$ cat src/lhpm_pkg.sv
// Package for the left headphone output mixer register bank.
// Assumes a byte-wide register port decoded by the surrounding control bus logic.
package lhpm_pkg;
  // ----------------------------------------
  // Register offsets
  // ----------------------------------------
  localparam logic [7:0] LHPM_OFS_LINE2_L   = 8'h2d;
  localparam logic [7:0] LHPM_OFS_LEFT_INPUT_GAIN_AMP     = 8'h2e;
  localparam logic [7:0] LHPM_OFS_DAC_L     = 8'h2f;
  localparam logic [7:0] LHPM_OFS_LINE2_R   = 8'h30;
  localparam logic [7:0] LHPM_OFS_RIGHT_INPUT_GAIN_AMP     = 8'h31;
  localparam logic [7:0] LHPM_OFS_DAC_R     = 8'h32;
  localparam logic [7:0] LHPM_OFS_LEVEL     = 8'h33;
  localparam int         LHPM_NUM_SRC       = 6;
  // ----------------------------------------
  // Field positions and reset values
  // ----------------------------------------
  localparam int         LHPM_ROUTE_BIT     = 7;
  localparam int         LHPM_LVL_MSB       = 7;
  localparam int         LHPM_LVL_LSB       = 4;
  localparam int         LHPM_UNMUTE_BIT    = 3;
  localparam int         LHPM_HIZ_BIT       = 2;
  localparam int         LHPM_PEND_BIT      = 1;
  localparam int         LHPM_PWR_BIT       = 0;
  localparam logic [7:0] LHPM_SRC_RST       = 8'h00;
  localparam logic [7:0] LHPM_LEVEL_RST     = 8'h06;
  localparam logic [6:0] LHPM_MUTE_CODE_MIN = 7'h76;
  localparam logic [3:0] LHPM_LVL_MAX       = 4'h9;
  // ----------------------------------------
  // Gain settle time
  // ----------------------------------------
  localparam int         LHPM_SETTLE_NS     = 1000;
  localparam int         LHPM_CLK_NS        = 10;
  localparam int         LHPM_SETTLE_CYC    = (LHPM_SETTLE_NS + LHPM_CLK_NS - 1) / LHPM_CLK_NS;
  localparam logic [7:0] LHPM_SETTLE_LOAD   = 8'(LHPM_SETTLE_CYC);
endpackage : lhpm_pkg

$ cat src/lhpm_src_if.sv
// Interface carrying one mixer source register between bank and its slice.
// Assumes both ends run on core_clk.
`timescale 1ns/1ps
interface lhpm_src_if;
  logic [7:0] value;
  logic       route_en;
  logic [6:0] atten;
  logic       muted;
  modport slice (input value, output route_en, output atten, output muted);
  modport bank  (output value, input route_en, input atten, input muted);
endinterface : lhpm_src_if

$ cat src/lhpm_regs.sv
// Left headphone output mixer register bank and analog control outputs.
// Assumes a synchronous byte register port on core_clk from the control bus.
// Summary of operation
// Each left source is routed into the left headphone mix only while its bit 7 is 1.
// Each right source is added into the left headphone mix only while its bit 7 is 1.
// Each source register holds a 7-bit attenuation code in bits 6..0, reset 0.
// Attenuation codes step about 0.5 dB down to 117, and codes 118 to 127 mute.
// Level bits 7..4 set output gain 0 to 9 dB, reset 0.
// Software never writes level codes 10 to 15, which are reserved.
// Level bit 3 at 0 mutes the output and at 1 unmutes it, reset 0.
// Level bit 2 picks weak common-mode drive (0) or high impedance (1) when off, reset 1.
// Level bit 1 reads 1 while a programmed gain is pending, 0 once applied, reset 1.
// Level bit 0 at 1 fully powers the output driver, reset 0.
// Pending status rises on any accepted gain write and clears once the gain has settled.
`timescale 1ns/1ps
module lhpm_regs (
  input  wire logic       core_clk,
  input  wire logic       arst_n,
  input  wire logic       reg_wr_en,
  input  wire logic       reg_rd_en,
  input  wire logic [7:0] reg_addr,
  input  wire logic [7:0] reg_wdata,
  output logic      [7:0] reg_rdata,
  output logic            reg_hit,
  output logic      [5:0] src_route_en,
  output logic      [41:0] src_atten,
  output logic      [5:0] src_muted,
  output logic      [3:0] out_level_gain,
  output logic            out_unmute,
  output logic            out_hiz_when_off,
  output logic            out_power_up,
  output logic            gain_pending
);
  import lhpm_pkg::*;

  // ----------------------------------------
  // Storage
  // ----------------------------------------
  logic [7:0] src_r   [LHPM_NUM_SRC];
  logic [7:0] src_nxt [LHPM_NUM_SRC];
  logic [3:0] lvl_r, lvl_nxt;
  logic       unmute_r, unmute_nxt;
  logic       hiz_r, hiz_nxt;
  logic       pwr_r, pwr_nxt;
  logic       pend_r, pend_nxt;
  logic [7:0] settle_r, settle_nxt;
  logic [7:0] rdata_r, rdata_nxt;
  logic       src_sel;
  logic [2:0] src_idx;
  logic       lvl_sel;
  logic       gain_wr;

  // One-hot settle tracker states
  typedef enum logic [1:0] {
    LHPM_ST_IDLE   = 2'b01,
    LHPM_ST_SETTLE = 2'b10
  } lhpm_settle_e;
  lhpm_settle_e state_r, state_nxt;

  // ----------------------------------------
  // Address decode
  // ----------------------------------------
  always_comb begin
    src_sel = (reg_addr >= LHPM_OFS_LINE2_L) && (reg_addr <= LHPM_OFS_DAC_R);
    src_idx = 3'(reg_addr - LHPM_OFS_LINE2_L);
    lvl_sel = (reg_addr == LHPM_OFS_LEVEL);
  end
  assign reg_hit = src_sel || lvl_sel;
  assign gain_wr = reg_wr_en && reg_hit;

  // ----------------------------------------
  // Source registers
  // ----------------------------------------
  always_comb begin
    for (int i = 0; i < LHPM_NUM_SRC; i++) begin
      src_nxt[i] = src_r[i];
    end
    if (reg_wr_en && src_sel) begin
      src_nxt[src_idx] = reg_wdata;
    end
  end

  always_ff @(posedge core_clk or negedge arst_n) begin
    if (!arst_n) begin
      for (int i = 0; i < LHPM_NUM_SRC; i++) begin
        src_r[i] <= LHPM_SRC_RST;
      end
    end else begin
      for (int i = 0; i < LHPM_NUM_SRC; i++) begin
        src_r[i] <= src_nxt[i];
      end
    end
  end

  // ----------------------------------------
  // Level register
  // ----------------------------------------
  always_comb begin
    lvl_nxt    = lvl_r;
    unmute_nxt = unmute_r;
    hiz_nxt    = hiz_r;
    pwr_nxt    = pwr_r;
    // Bit 1 is not stored here; it mirrors the settle tracker below
    if (reg_wr_en && lvl_sel) begin
      // Reserved level codes are not filtered; software keeps clear of them
      lvl_nxt    = reg_wdata[LHPM_LVL_MSB:LHPM_LVL_LSB];
      unmute_nxt = reg_wdata[LHPM_UNMUTE_BIT];
      hiz_nxt    = reg_wdata[LHPM_HIZ_BIT];
      pwr_nxt    = reg_wdata[LHPM_PWR_BIT];
    end
  end

  always_ff @(posedge core_clk or negedge arst_n) begin
    if (!arst_n) begin
      lvl_r    <= LHPM_LEVEL_RST[LHPM_LVL_MSB:LHPM_LVL_LSB];
      unmute_r <= LHPM_LEVEL_RST[LHPM_UNMUTE_BIT];
      hiz_r    <= LHPM_LEVEL_RST[LHPM_HIZ_BIT];
      pwr_r    <= LHPM_LEVEL_RST[LHPM_PWR_BIT];
    end else begin
      lvl_r    <= lvl_nxt;
      unmute_r <= unmute_nxt;
      hiz_r    <= hiz_nxt;
      pwr_r    <= pwr_nxt;
    end
  end

  // ----------------------------------------
  // Gain settle tracker
  // ----------------------------------------
  // The analog ramp is not visible to this logic, so a fixed wait stands in for it
  always_comb begin
    state_nxt  = state_r;
    settle_nxt = settle_r;
    pend_nxt   = pend_r;
    case (state_r)
      LHPM_ST_IDLE: begin
        if (gain_wr) begin
          state_nxt  = LHPM_ST_SETTLE;
          settle_nxt = LHPM_SETTLE_LOAD;
          pend_nxt   = 1'b1;
        end
      end
      LHPM_ST_SETTLE: begin
        // A new write restarts the wait, so the set wins over a clear
        if (gain_wr) begin
          settle_nxt = LHPM_SETTLE_LOAD;
          pend_nxt   = 1'b1;
        end else if (settle_r != 8'h00) begin
          settle_nxt = settle_r - 8'h01;
        end else begin
          state_nxt  = LHPM_ST_IDLE;
          pend_nxt   = 1'b0;
        end
      end
      default: begin
        // An illegal code falls back to a full wait rather than a false clear
        state_nxt  = LHPM_ST_SETTLE;
        settle_nxt = LHPM_SETTLE_LOAD;
        pend_nxt   = 1'b1;
      end
    endcase
  end

  always_ff @(posedge core_clk or negedge arst_n) begin
    if (!arst_n) begin
      state_r  <= LHPM_ST_SETTLE;
      settle_r <= LHPM_SETTLE_LOAD;
      pend_r   <= LHPM_LEVEL_RST[LHPM_PEND_BIT];
    end else begin
      state_r  <= state_nxt;
      settle_r <= settle_nxt;
      pend_r   <= pend_nxt;
    end
  end

  // ----------------------------------------
  // Read port
  // ----------------------------------------
  always_comb begin
    rdata_nxt = rdata_r;
    if (reg_rd_en) begin
      // Unmapped offsets read as zero so a stray read shows no stale byte
      rdata_nxt = 8'h00;
      if (src_sel) begin
        rdata_nxt = src_r[src_idx];
      end else if (lvl_sel) begin
        rdata_nxt = {lvl_r, unmute_r, hiz_r, pend_r, pwr_r};
      end
    end
  end

  always_ff @(posedge core_clk or negedge arst_n) begin
    if (!arst_n) begin
      rdata_r <= 8'h00;
    end else begin
      rdata_r <= rdata_nxt;
    end
  end

  // ----------------------------------------
  // Source slices
  // ----------------------------------------
  genvar g;
  generate
    for (g = 0; g < LHPM_NUM_SRC; g++) begin : g_src
      lhpm_src_if sif ();
      assign sif.value = src_r[g];
      lhpm_src_slice u_slice (
        .s (sif.slice)
      );
      assign src_route_en[g]      = sif.route_en;
      assign src_atten[g*7 +: 7]  = sif.atten;
      assign src_muted[g]         = sif.muted;
    end
  endgenerate

  // ----------------------------------------
  // Outputs
  // ----------------------------------------
  assign out_level_gain   = lvl_r;
  assign out_unmute       = unmute_r;
  assign out_hiz_when_off = hiz_r;
  assign out_power_up     = pwr_r;
  assign gain_pending     = pend_r;
  assign reg_rdata        = rdata_r;
endmodule : lhpm_regs

$ cat src/lhpm_src_slice.sv
// One mixer source slice: splits a stored source register into controls.
// Assumes the stored value comes from a register in the bank.
`timescale 1ns/1ps
module lhpm_src_slice (
  lhpm_src_if.slice s
);
  import lhpm_pkg::*;
  // ----------------------------------------
  // Field decode
  // ----------------------------------------
  assign s.route_en = s.value[LHPM_ROUTE_BIT];
  assign s.atten    = s.value[6:0];
  // Upper codes silence the path whatever the route bit says
  assign s.muted    = (s.value[6:0] >= LHPM_MUTE_CODE_MIN);
endmodule : lhpm_src_slice

$ cat config.mk
export PLATFORM = sky130hd
export DESIGN_NAME = lhpm_regs
export DESIGN_NICKNAME = d
export VERILOG_FILES = /design/src/lhpm_pkg.sv /design/src/lhpm_src_if.sv /design/src/lhpm_regs.sv /design/src/lhpm_src_slice.sv
export SDC_FILE = /design/constraint.sdc
export NUM_CORES = 1
export LEC_CHECK = 0
export BUFFER_PORTS_ARGS = -buffer_cell sky130_fd_sc_hd__buf_4
export CORE_ASPECT_RATIO = 1.4
export CORE_MARGIN = 5
export CORE_UTILIZATION = 54
export CTS_BUF_LIST = sky130_fd_sc_hd__clkbuf_16
export CTS_CLUSTER_DIAMETER = 30
export DETAILED_ROUTE_END_ITERATION = 8
export PLACE_DENSITY_LB_ADDON = 0.15
export SETUP_SLACK_MARGIN = 0.02
export SLEW_MARGIN = 0
export SYNTH_ARGS = -nofsm -noshare
export SYNTH_HDL_FRONTEND = slang
export SYNTH_SLANG_ARGS = --single-unit
$ cat constraint.sdc
create_clock -name core_clk -period 1.8 [get_ports core_clk]
set_input_delay 0.36 -clock core_clk [delete_from_list [all_inputs] [get_ports core_clk]]
set_output_delay 0.36 -clock core_clk [all_outputs]
set_load 0.03 [all_outputs]
==> metrics.txt, run 1 <==
status=complete, but fails checks; failing checks=negative hold slack, negative setup slack; clock group share of total power=33.9%; cell family with most CP delay=simple AND/OR/NAND/NOR gates; fraction of layout cells with a size suffix above 1=54.7%; switching part of the total=30.9%; sequential power share=42.1%; final setup margin=-0.0844 ns; total number of vias=3095; final hold vios=8; Yosys cell types=46; starting density of the core=55.2%; RSZ-0062 raised after global routing=true; Global Route met3 Usage=4.75%; Async SR Flop Fraction=100%; Power Density=886 mW/mm^2; internal power=3320 uW; Avg Cell Area, Syn=12.1 sq um; clk_lat worst skew=0.33 ns; CTS max path bufs=2; GR peak layer=met2; fill count=462; area of the core=0.00698 sq mm; crit end category=flip-flop; Max-Cap Viols=0; P_leak=0.00265 uW; vias in the first global route=3339; buffer and inverter count on the worst path=1; Final Non-Filler Cells=539; area of the multi-input gates=0.00202 sq mm; Post-DRT Antenna Nets=0; switching pwr=1480 uW; Final min period=1.88 ns; die area=0.00895 sq mm; Hold Crit Class=input port to asynchronous set/reset pin; clk sinks=74; Crit Path Category=input port to flip-flop; Comb power frac=24.0%; skew final=0.00385 ns; Iter 0 DRT Violations=121; number of synthesized flops with an enable pin=0; Setup crit start kind=input port; CTS H-tree depth=3; Reg clk slew, reported paths=0.06 ns; final wirelength=10800 um; DRT Pass-1 Iters=4; Max Clk Rate=531 MHz; overall power=4800 uW; Worst path slowest cell=or4_4; Worst Tran Pin Value=0.495 ns; Ports=91; synth warn=0; Max stage delay on crit path=0.63 ns; width of the die=81.4 um; final setup vio count=25; final max-slew violation count=0; hold slack=-0.0174 ns; initial antenna violation count=0; Final #Nets=465; register area share after synthesis=48.3%; Post-Syn Area=0.00385 sq mm; GR Layer Usage met1=31.1%; met2 Use GR=44.8%; Main synth FF type=dfrtp_1; Site Rows=36; DP Wirelength=7680 um; placed cells=519; final core utilization=77.6%; Max Fanout on Critical Path=8; crit-path cells=buf_6 -> or3b_4 -> o22ai_4 -> nand3_4 -> or4_4 -> mux2_4; post-synthesis net count=345; CP Depth=6; TritonCTS clock tree=yes; fin crit share=105%; Crit Reg-Reg Endpoint=settle_r[6]; WP data arrival=2.10 ns; Cells after Synth=319; Die H=110 um; P&R area growth vs syn=40.6%; largest net degree at the start of global routing=37; Vias/cell=5.74; global-route wire length before repair=17300 um; Num CTS Buffers=9; peak supply drop=0.630 mV; commonest non-fill, non-tap cell in the layout=buf_4; Total Routing Usage GR=25.8%; global placement routability congestion=0.867; FF+latch area=0.00186 sq mm; drc violations=0; CTS root buf=clkbuf_16; grt ovf=0; Worst R2R Path Depth=4; reg-to-reg critical path startpoint=settle_r[4]; #FFs+latches synth=74; most frequent cells in the layout=buf_4, dfrtp_1, mux2_4, nor2_1; # port buffers=90; Ant. Diodes=0; R2R setup slack=0.16 ns; Crit path required time=2.01 ns; Slew HR=67.0%; routed len/inst=20.1 um
-- cell families (layout without fill, tap and decap cells) --
| group | Yosys count | count (layout) | share of synthesized area, % |
|---|---|---|---|
| fa+ha+maj | 6 | 6 | 1.95 |
| compound gates | 54 | 54 | 9.74 |
| mux | 72 | 72 | 23.0 |
| xor+xnor | 1 | 1 | 0.227 |
| simple gates | 82 | 82 | 12.2 |
| buf+inv | 30 | 155 | 4.61 |
| flops | 74 | 74 | 48.3 |
-- how the worst max path moves through the flow --
stage / start / end
after floorplan: reg_addr[3] / g_src[2].sif.value[0]
after global placement: reg_addr[3] / g_src[2].sif.value[5]
after detailed placement: reg_addr[3] / g_src[2].sif.value[7]
after CTS: reg_addr[1] / reg_hit
after global routing: reg_addr[3] / g_src[0].sif.value[5]
final: reg_addr[3] / g_src[0].sif.value[5]
-- final cells by class --
| class | count | share of cell area, % |
|---|---|---|
| timing repair buffer | 133 | 20.7 |
| tap | 95 | 2.20 |
| multi-input combinational | 215 | 37.2 |
| sequential | 74 | 34.3 |
| clock buffer | 9 | 4.16 |
| inverter | 6 | 0.555 |
| clock inverter | 7 | 0.832 |
-- synth_stat cells (5+ instances only) --
| library cell | n | area share [%] |
|---|---|---|
| a211oi_1 | 5 | 0.97 |
| a21oi_1 | 19 | 2.5 |
| a221o_1 | 7 | 1.8 |
| a31oi_1 | 8 | 1.3 |
| buf_4 | 12 | 2.3 |
| clkbuf_1 | 5 | 0.49 |
| dfrtp_1 | 68 | 44 |
| dfstp_2 | 6 | 4.1 |
| ha_1 | 6 | 1.9 |
| inv_1 | 6 | 0.58 |
| mux2_2 | 39 | 11 |
| mux2_4 | 16 | 6.2 |
| mux2i_1 | 14 | 3.6 |
| nand2_1 | 9 | 0.88 |
| nand3_1 | 9 | 1.2 |
| nor2_1 | 31 | 3.0 |
| nor2b_1 | 5 | 0.81 |
| nor3_1 | 7 | 0.91 |
| o21ai_0 | 5 | 0.65 |
-- through the flow --
step                      instance area [sq um]  TNS [ns]  setup slack, ns  hold slack [ns]
final                                      5420     -1.35          -0.0844          -0.0174
after detailed placement                   4900    -24.12           -0.457            0.357
after global placement                     4900    -22.15           -0.425            0.352
after floorplan                            3960    -15.25           -0.406           0.0644
after CTS                                  5260    -0.895          -0.0675         0.000733
after global routing                       5420     -2.22           -0.106           0.0262
-- power by group through the flow --
stage	combinational, uW	sequential (uW)	clock (uW)
after global placement	1030	2020	0
after CTS	1080	2000	1650
after global routing	1250	2050	1720
final	1150	2020	1630
after floorplan	550	2110	0
after detailed placement	1050	2030	0
-- per-layer routing --
layer | wire [um] | share of wire (%)
met1 | 4320 | 40
met2 | 5690 | 53
met3 | 515 | 4.8
met4 | 284 | 2.6
met5 | 0 | 0
-- worst reg2reg max path: stages (launching register included) --
cell      delay [ns]
dfrtp_1         0.40
or4_1           0.57
nor2_1          0.17
a21oi_1         0.09
o311ai_1        0.30
-- timing repair --
item	4_1_cts	5_1_grt
hold buffers	0	0
cloned	0	1
resized for setup	17	31
endpoints found under the setup margin	47	62
buffers inserted	2	1
pin swaps	3	6
-- state kept, by name (all words and copies together), names as in the netlist --
name              cells
g_src.sif.value      48
gain_pending          1
out_hiz_when_off      1
out_level_gain        4
out_power_up          1
out_unmute            1
reg_rdata             8
settle_r              8
state_r               2
Power figures use the tool's default switching activity.
==> inputs of run 2 (changes only) <==
BUFFER_PORTS_ARGS = not set   (was -buffer_cell sky130_fd_sc_hd__buf_4)
CORE_UTILIZATION = 63   (was 54)
DONT_BUFFER_PORTS = 1   (was not set)
SETUP_SLACK_MARGIN = not set   (was 0.02)
==> run 2 against run 1 <==
Effect of this change:
- the flow still finishes with violations (negative hold slack, negative setup slack)
- largest power group unchanged
- utilization increased by 4.0 points
- clock power increased by 23%
- critical path depth shrank 1
- final cell count down 17%
- critical endpoint is now g_src[2].sif.value[2]
- sequential power grew 2%
- critical path type unchanged
==> metrics.txt, run 2 (synthesis gave the netlist of run 1 again) <==
status=complete, but fails checks; failing checks=negative hold slack, negative setup slack; Worst Tran Pin Value=0.445 ns; Post-DRT Antenna Nets=0; final setup vio count=1; Slew HR=70.3%; CTS root buf=clkbuf_16; Fin Setup TNS=-0.00399 ns; DP Wirelength=7130 um; final wirelength=10100 um; final core utilization=81.6%; P&R area growth vs syn=25.0%; Max Fanout on Critical Path=8; Crit Path Category=input port to flip-flop; GR Layer Usage met1=30.6%; Die H=103 um; Setup crit start kind=input port; final hold vios=74; number of flip-flops in the largest register=48; CP startpoint=reg_addr[3]; Num CTS Buffers=9; Final min period=1.80 ns; DRT Pass-1 Iters=4; Ant. Diodes=0; TritonCTS clock tree=yes; Iter 0 DRT Violations=190; Max Clk Rate=554 MHz; Ports=91; final max-slew violation count=0; vias in the first global route=3084; Final #Nets=397; Reg clk slew, reported paths=0.06 ns; placed cells=430; RSZ-0062 raised after global routing=true; die area=0.00780 sq mm; Crit Reg-Reg Endpoint=settle_r[6]; peak supply drop=0.748 mV; hold slack=-0.279 ns; final setup margin=-0.00399 ns; most frequent cells in the layout=dfrtp_1, buf_4, mux2_4, nor2_1; commonest non-fill, non-tap cell in the layout=dfrtp_1; crit end category=flip-flop; Max-Cap Viols=0; Power Density=1030 mW/mm^2; CTS H-tree depth=3; met2 Use GR=46.1%; Vias/cell=6.46; Final Non-Filler Cells=446; WP data arrival=2.01 ns; Worst R2R Path Depth=4; # port buffers=0; clk sinks=74; overall power=4960 uW; grt ovf=0; GR peak layer=met2; Total Routing Usage GR=26.6%; P_leak=0.00230 uW; Site Rows=33; reg-to-reg critical path startpoint=settle_r[4]; routed len/inst=22.6 um; clk_lat worst skew=0.33 ns; area of the core=0.00590 sq mm; starting density of the core=65.2%; initial antenna violation count=0; postcts setup bufs=0; fraction of layout cells with a size suffix above 1=44.9%; drc violations=0; largest net degree at the start of global routing=75; Global Route met3 Usage=5.77%; global placement routability congestion=0.886; fin crit share=100%; R2R setup slack=0.12 ns; skew final=0.00513 ns; Crit path required time=2.01 ns; global-route wire length before repair=16100 um; total number of vias=2882; CTS max path bufs=2; width of the die=76.1 um; Hold Crit Class=input port to asynchronous set/reset pin
-- run 2: cell count changes in the layout (fill, tap and decap cells not counted), moves of 2 or more --
cell,delta
inv_1,+2
buf_4,-58
bufinv_16,+3
clkinvlp_4,-3
inv_6,-2
buf_6,-6
clkinv_2,-2
buf_12,-2
-- run 2: layer usage --
layer  up-vias  part of all wire (%)
met1      1458                    38
li1       1274                     -
met3        28                   7.2
met5         -                     0
met4         0                   3.8
met2       122                    51
-- run 2: how the worst max path moves through the flow --
stage / depth (start not counted) / end / slack, ns
2_1_floorplan: 6 / g_src[2].sif.value[0] / -0.41
3_3_place_gp: 7 / g_src[3].sif.value[1] / -0.33
3_5_place_dp: 9 / g_src[3].sif.value[2] / -0.35
4_1_cts: 3 / src_muted[3] / 0.003
5_1_grt: 7 / g_src[3].sif.value[6] / -0.04
6_report: 5 / g_src[2].sif.value[2] / -0.004
-- run 2: power by group --
group	internal (uW)	total (uW)	switching (uW)
logic	431	883	452
registers	1850	2070	221
clock network	1340	2000	659
total	3620	4960	1330
-- run 2: final cells by class --
type | count | area [sq um]
clock buffer | 9 | 225
clock inverter | 7 | 110
fill | 341 | 1090
inverter | 6 | 25.0
multi-input combinational | 215 | 1970
sequential | 74 | 1860
tap | 70 | 87.6
timing repair buffer | 65 | 537
-- run 2: through the flow --
| stage | setup WS, ns | area [sq um] |
|---|---|---|
| detailed placement | -0.353 | 4390 |
| floorplan | -0.406 | 3960 |
| finish | -0.00399 | 4820 |
| global route | -0.0390 | 4820 |
| global placement | -0.334 | 4390 |
| CTS | 0.00332 | 4740 |
-- run 2: what timing repair did --
action | in CTS | in global routing
endpoints found under the hold margin | 74 | 74
setup endpoints to repair | 8 | 35
gates resized for setup | 3 | 21
cloned | 0 | 0
pin swaps | 1 | 2
-- run 2: worst max-delay path, stage by stage --
cell     delay (ns)
or3b_4         0.38
o22ai_4        0.14
nand3_4        0.11
or4_4          0.66
mux2_4         0.34
==> inputs of run 3 (changes only) <==
CELL_PAD_IN_SITES_DETAIL_PLACEMENT = 1   (was not set)
CELL_PAD_IN_SITES_GLOBAL_PLACEMENT = 1   (was not set)
CORE_UTILIZATION = 30   (was 63)
==> run 3 against run 2 <==
Effect of this change:
- the flow still finishes with violations (negative hold slack, negative setup slack)
- die area rose by 95%
- critical path depth did not move
- clock skew rose by 0.0010 ns
==> metrics.txt, run 3 (synthesis gave the netlist of run 1 again) <==
reg-to-reg critical path startpoint=settle_r[4]; switching part of the total=29.8%; Comb power frac=20.6%; commonest non-fill, non-tap cell in the layout=dfrtp_1; Crit Reg-Reg Endpoint=settle_r[6]; CTS root buf=clkbuf_16; Crit Path Category=input port to flip-flop; skew final=0.00617 ns; most frequent cells in the layout=dfrtp_1, buf_4, mux2_4, nor2_1, mux2_2; grt ovf=0; CTS H-tree depth=3; Ports=91; Final min period=1.81 ns; area of the core=0.0128 sq mm; sequential power share=45.3%; Post-DRT Antenna Nets=0; final max-slew violation count=0; Die H=144 um; Final #Nets=405; Reg clk slew, reported paths=0.06 ns; fin crit share=101%; placed cells=520; initial antenna violation count=0; Worst Tran Pin Value=0.430 ns; # port buffers=0; Worst R2R Path Depth=4; largest net degree at the start of global routing=75; fraction of layout cells with a size suffix above 1=45.1%; Hold Crit Class=input port to asynchronous set/reset pin; width of the die=106 um; internal power=3200 uW; Setup crit start kind=input port; Crit path required time=2.01 ns; clock group share of total power=34.1%; Max Clk Rate=552 MHz; vias in the first global route=3089; Power Density=931 mW/mm^2; hold slack=-0.278 ns; Total Routing Usage GR=16.0%; Vias/cell=5.18; Iter 0 DRT Violations=113; failing checks=negative hold slack, negative setup slack; DRT Pass-1 Iters=6; switching pwr=1360 uW; clk_lat worst skew=0.33 ns; global placement routability congestion=0.819; CTS max path bufs=2; final wirelength=11800 um; global-route wire length before repair=18500 um; final core utilization=38.4%; P_leak=0.00232 uW; status=complete, but fails checks; Site Rows=49; die area=0.0152 sq mm; drc violations=0; Slew HR=71.3%; R2R setup slack=0.12 ns; Max Fanout on Critical Path=8; total number of vias=2781; Final Non-Filler Cells=537; final setup vio count=6; final hold vios=74; peak supply drop=0.421 mV; starting density of the core=30.2%; final setup margin=-0.0128 ns; routed len/inst=22.0 um; number of flip-flops in the largest register=48; WP data arrival=2.02 ns; Ant. Diodes=0; Max-Cap Viols=0; Num CTS Buffers=9; TritonCTS clock tree=yes; crit end category=flip-flop; DP Wirelength=8870 um; fill count=1400; clk sinks=74; RSZ-0062 raised after global routing=true; P&R area growth vs syn=27.2%; postcts setup bufs=0
==> run 3: layout make-up <==
cell class                 instances  area [sq um]  area share (%)
clock buffer                       9           225            4.59
clock inverter                     7          32.5           0.664
inverter                           6          22.5           0.459
multi-input combinational        215          1930            39.4
sequential                        74          1860            38.0
tap                              153           191            3.91
timing repair buffer              73           639            13.0
==> run 3: power by group through the flow <==
stage | clock (uW) | sequential, uW | combinational, uW
finish | 1560 | 2070 | 943
global route | 1710 | 2090 | 1030
CTS | 1620 | 2060 | 918
detailed placement | 0 | 2080 | 913
global placement | 0 | 2070 | 877
floorplan | 0 | 2110 | 550
==> run 3: layer usage <==
layer  vias up  part of all wire [%]  global-route usage, %
li1       1290                     -                      -
met1      1412                    42                   19.6
met2        71                    51                   27.2
met3         8                   5.6                   4.78
met4         0                  0.96                   4.91
met5         -                     0                      0
==> run 3: worst max-delay path, stage by stage <==
cell and delay, ns:
or3b_4 0.39, o22ai_4 0.16, nand3_4 0.11, or4_4 0.66
mux2_4 0.34
==> run 3: worst max path at each step <==
stage / from / endpoint / slack (ns) / depth (start not counted)
final: reg_addr[3] / g_src[2].sif.value[5] / -0.01 / 5
after floorplan: reg_addr[3] / g_src[2].sif.value[0] / -0.41 / 6
after detailed placement: reg_addr[3] / g_src[2].sif.value[5] / -0.38 / 5
after global routing: reg_addr[3] / g_src[2].sif.value[5] / -0.05 / 5
after global placement: reg_addr[3] / g_src[2].sif.value[5] / -0.33 / 5
after CTS: settle_r[0] / settle_r[4] / -0.01 / 7
==> run 3: metrics by stage <==
stage	instance area, sq um	TNS [ns]	total power [uW]	worst slack [ns]
after floorplan	3960	-15.25	2660	-0.406
after global placement	4570	-14.66	2950	-0.327
after detailed placement	4570	-16.34	3000	-0.382
after CTS	4830	-0.0215	4590	-0.0124
after global routing	4900	-0.462	4830	-0.0522
final	4900	-0.0275	4570	-0.0128
==> run 3: timing repair <==
| item | 4_1_cts | 5_1_grt |
|---|---|---|
| hold endpoints to repair | 74 | 74 |
| gates cloned | 0 | 1 |
| pin swaps | 1 | 1 |
| setup endpoints to repair | 9 | 25 |
| gates resized for setup | 0 | 11 |
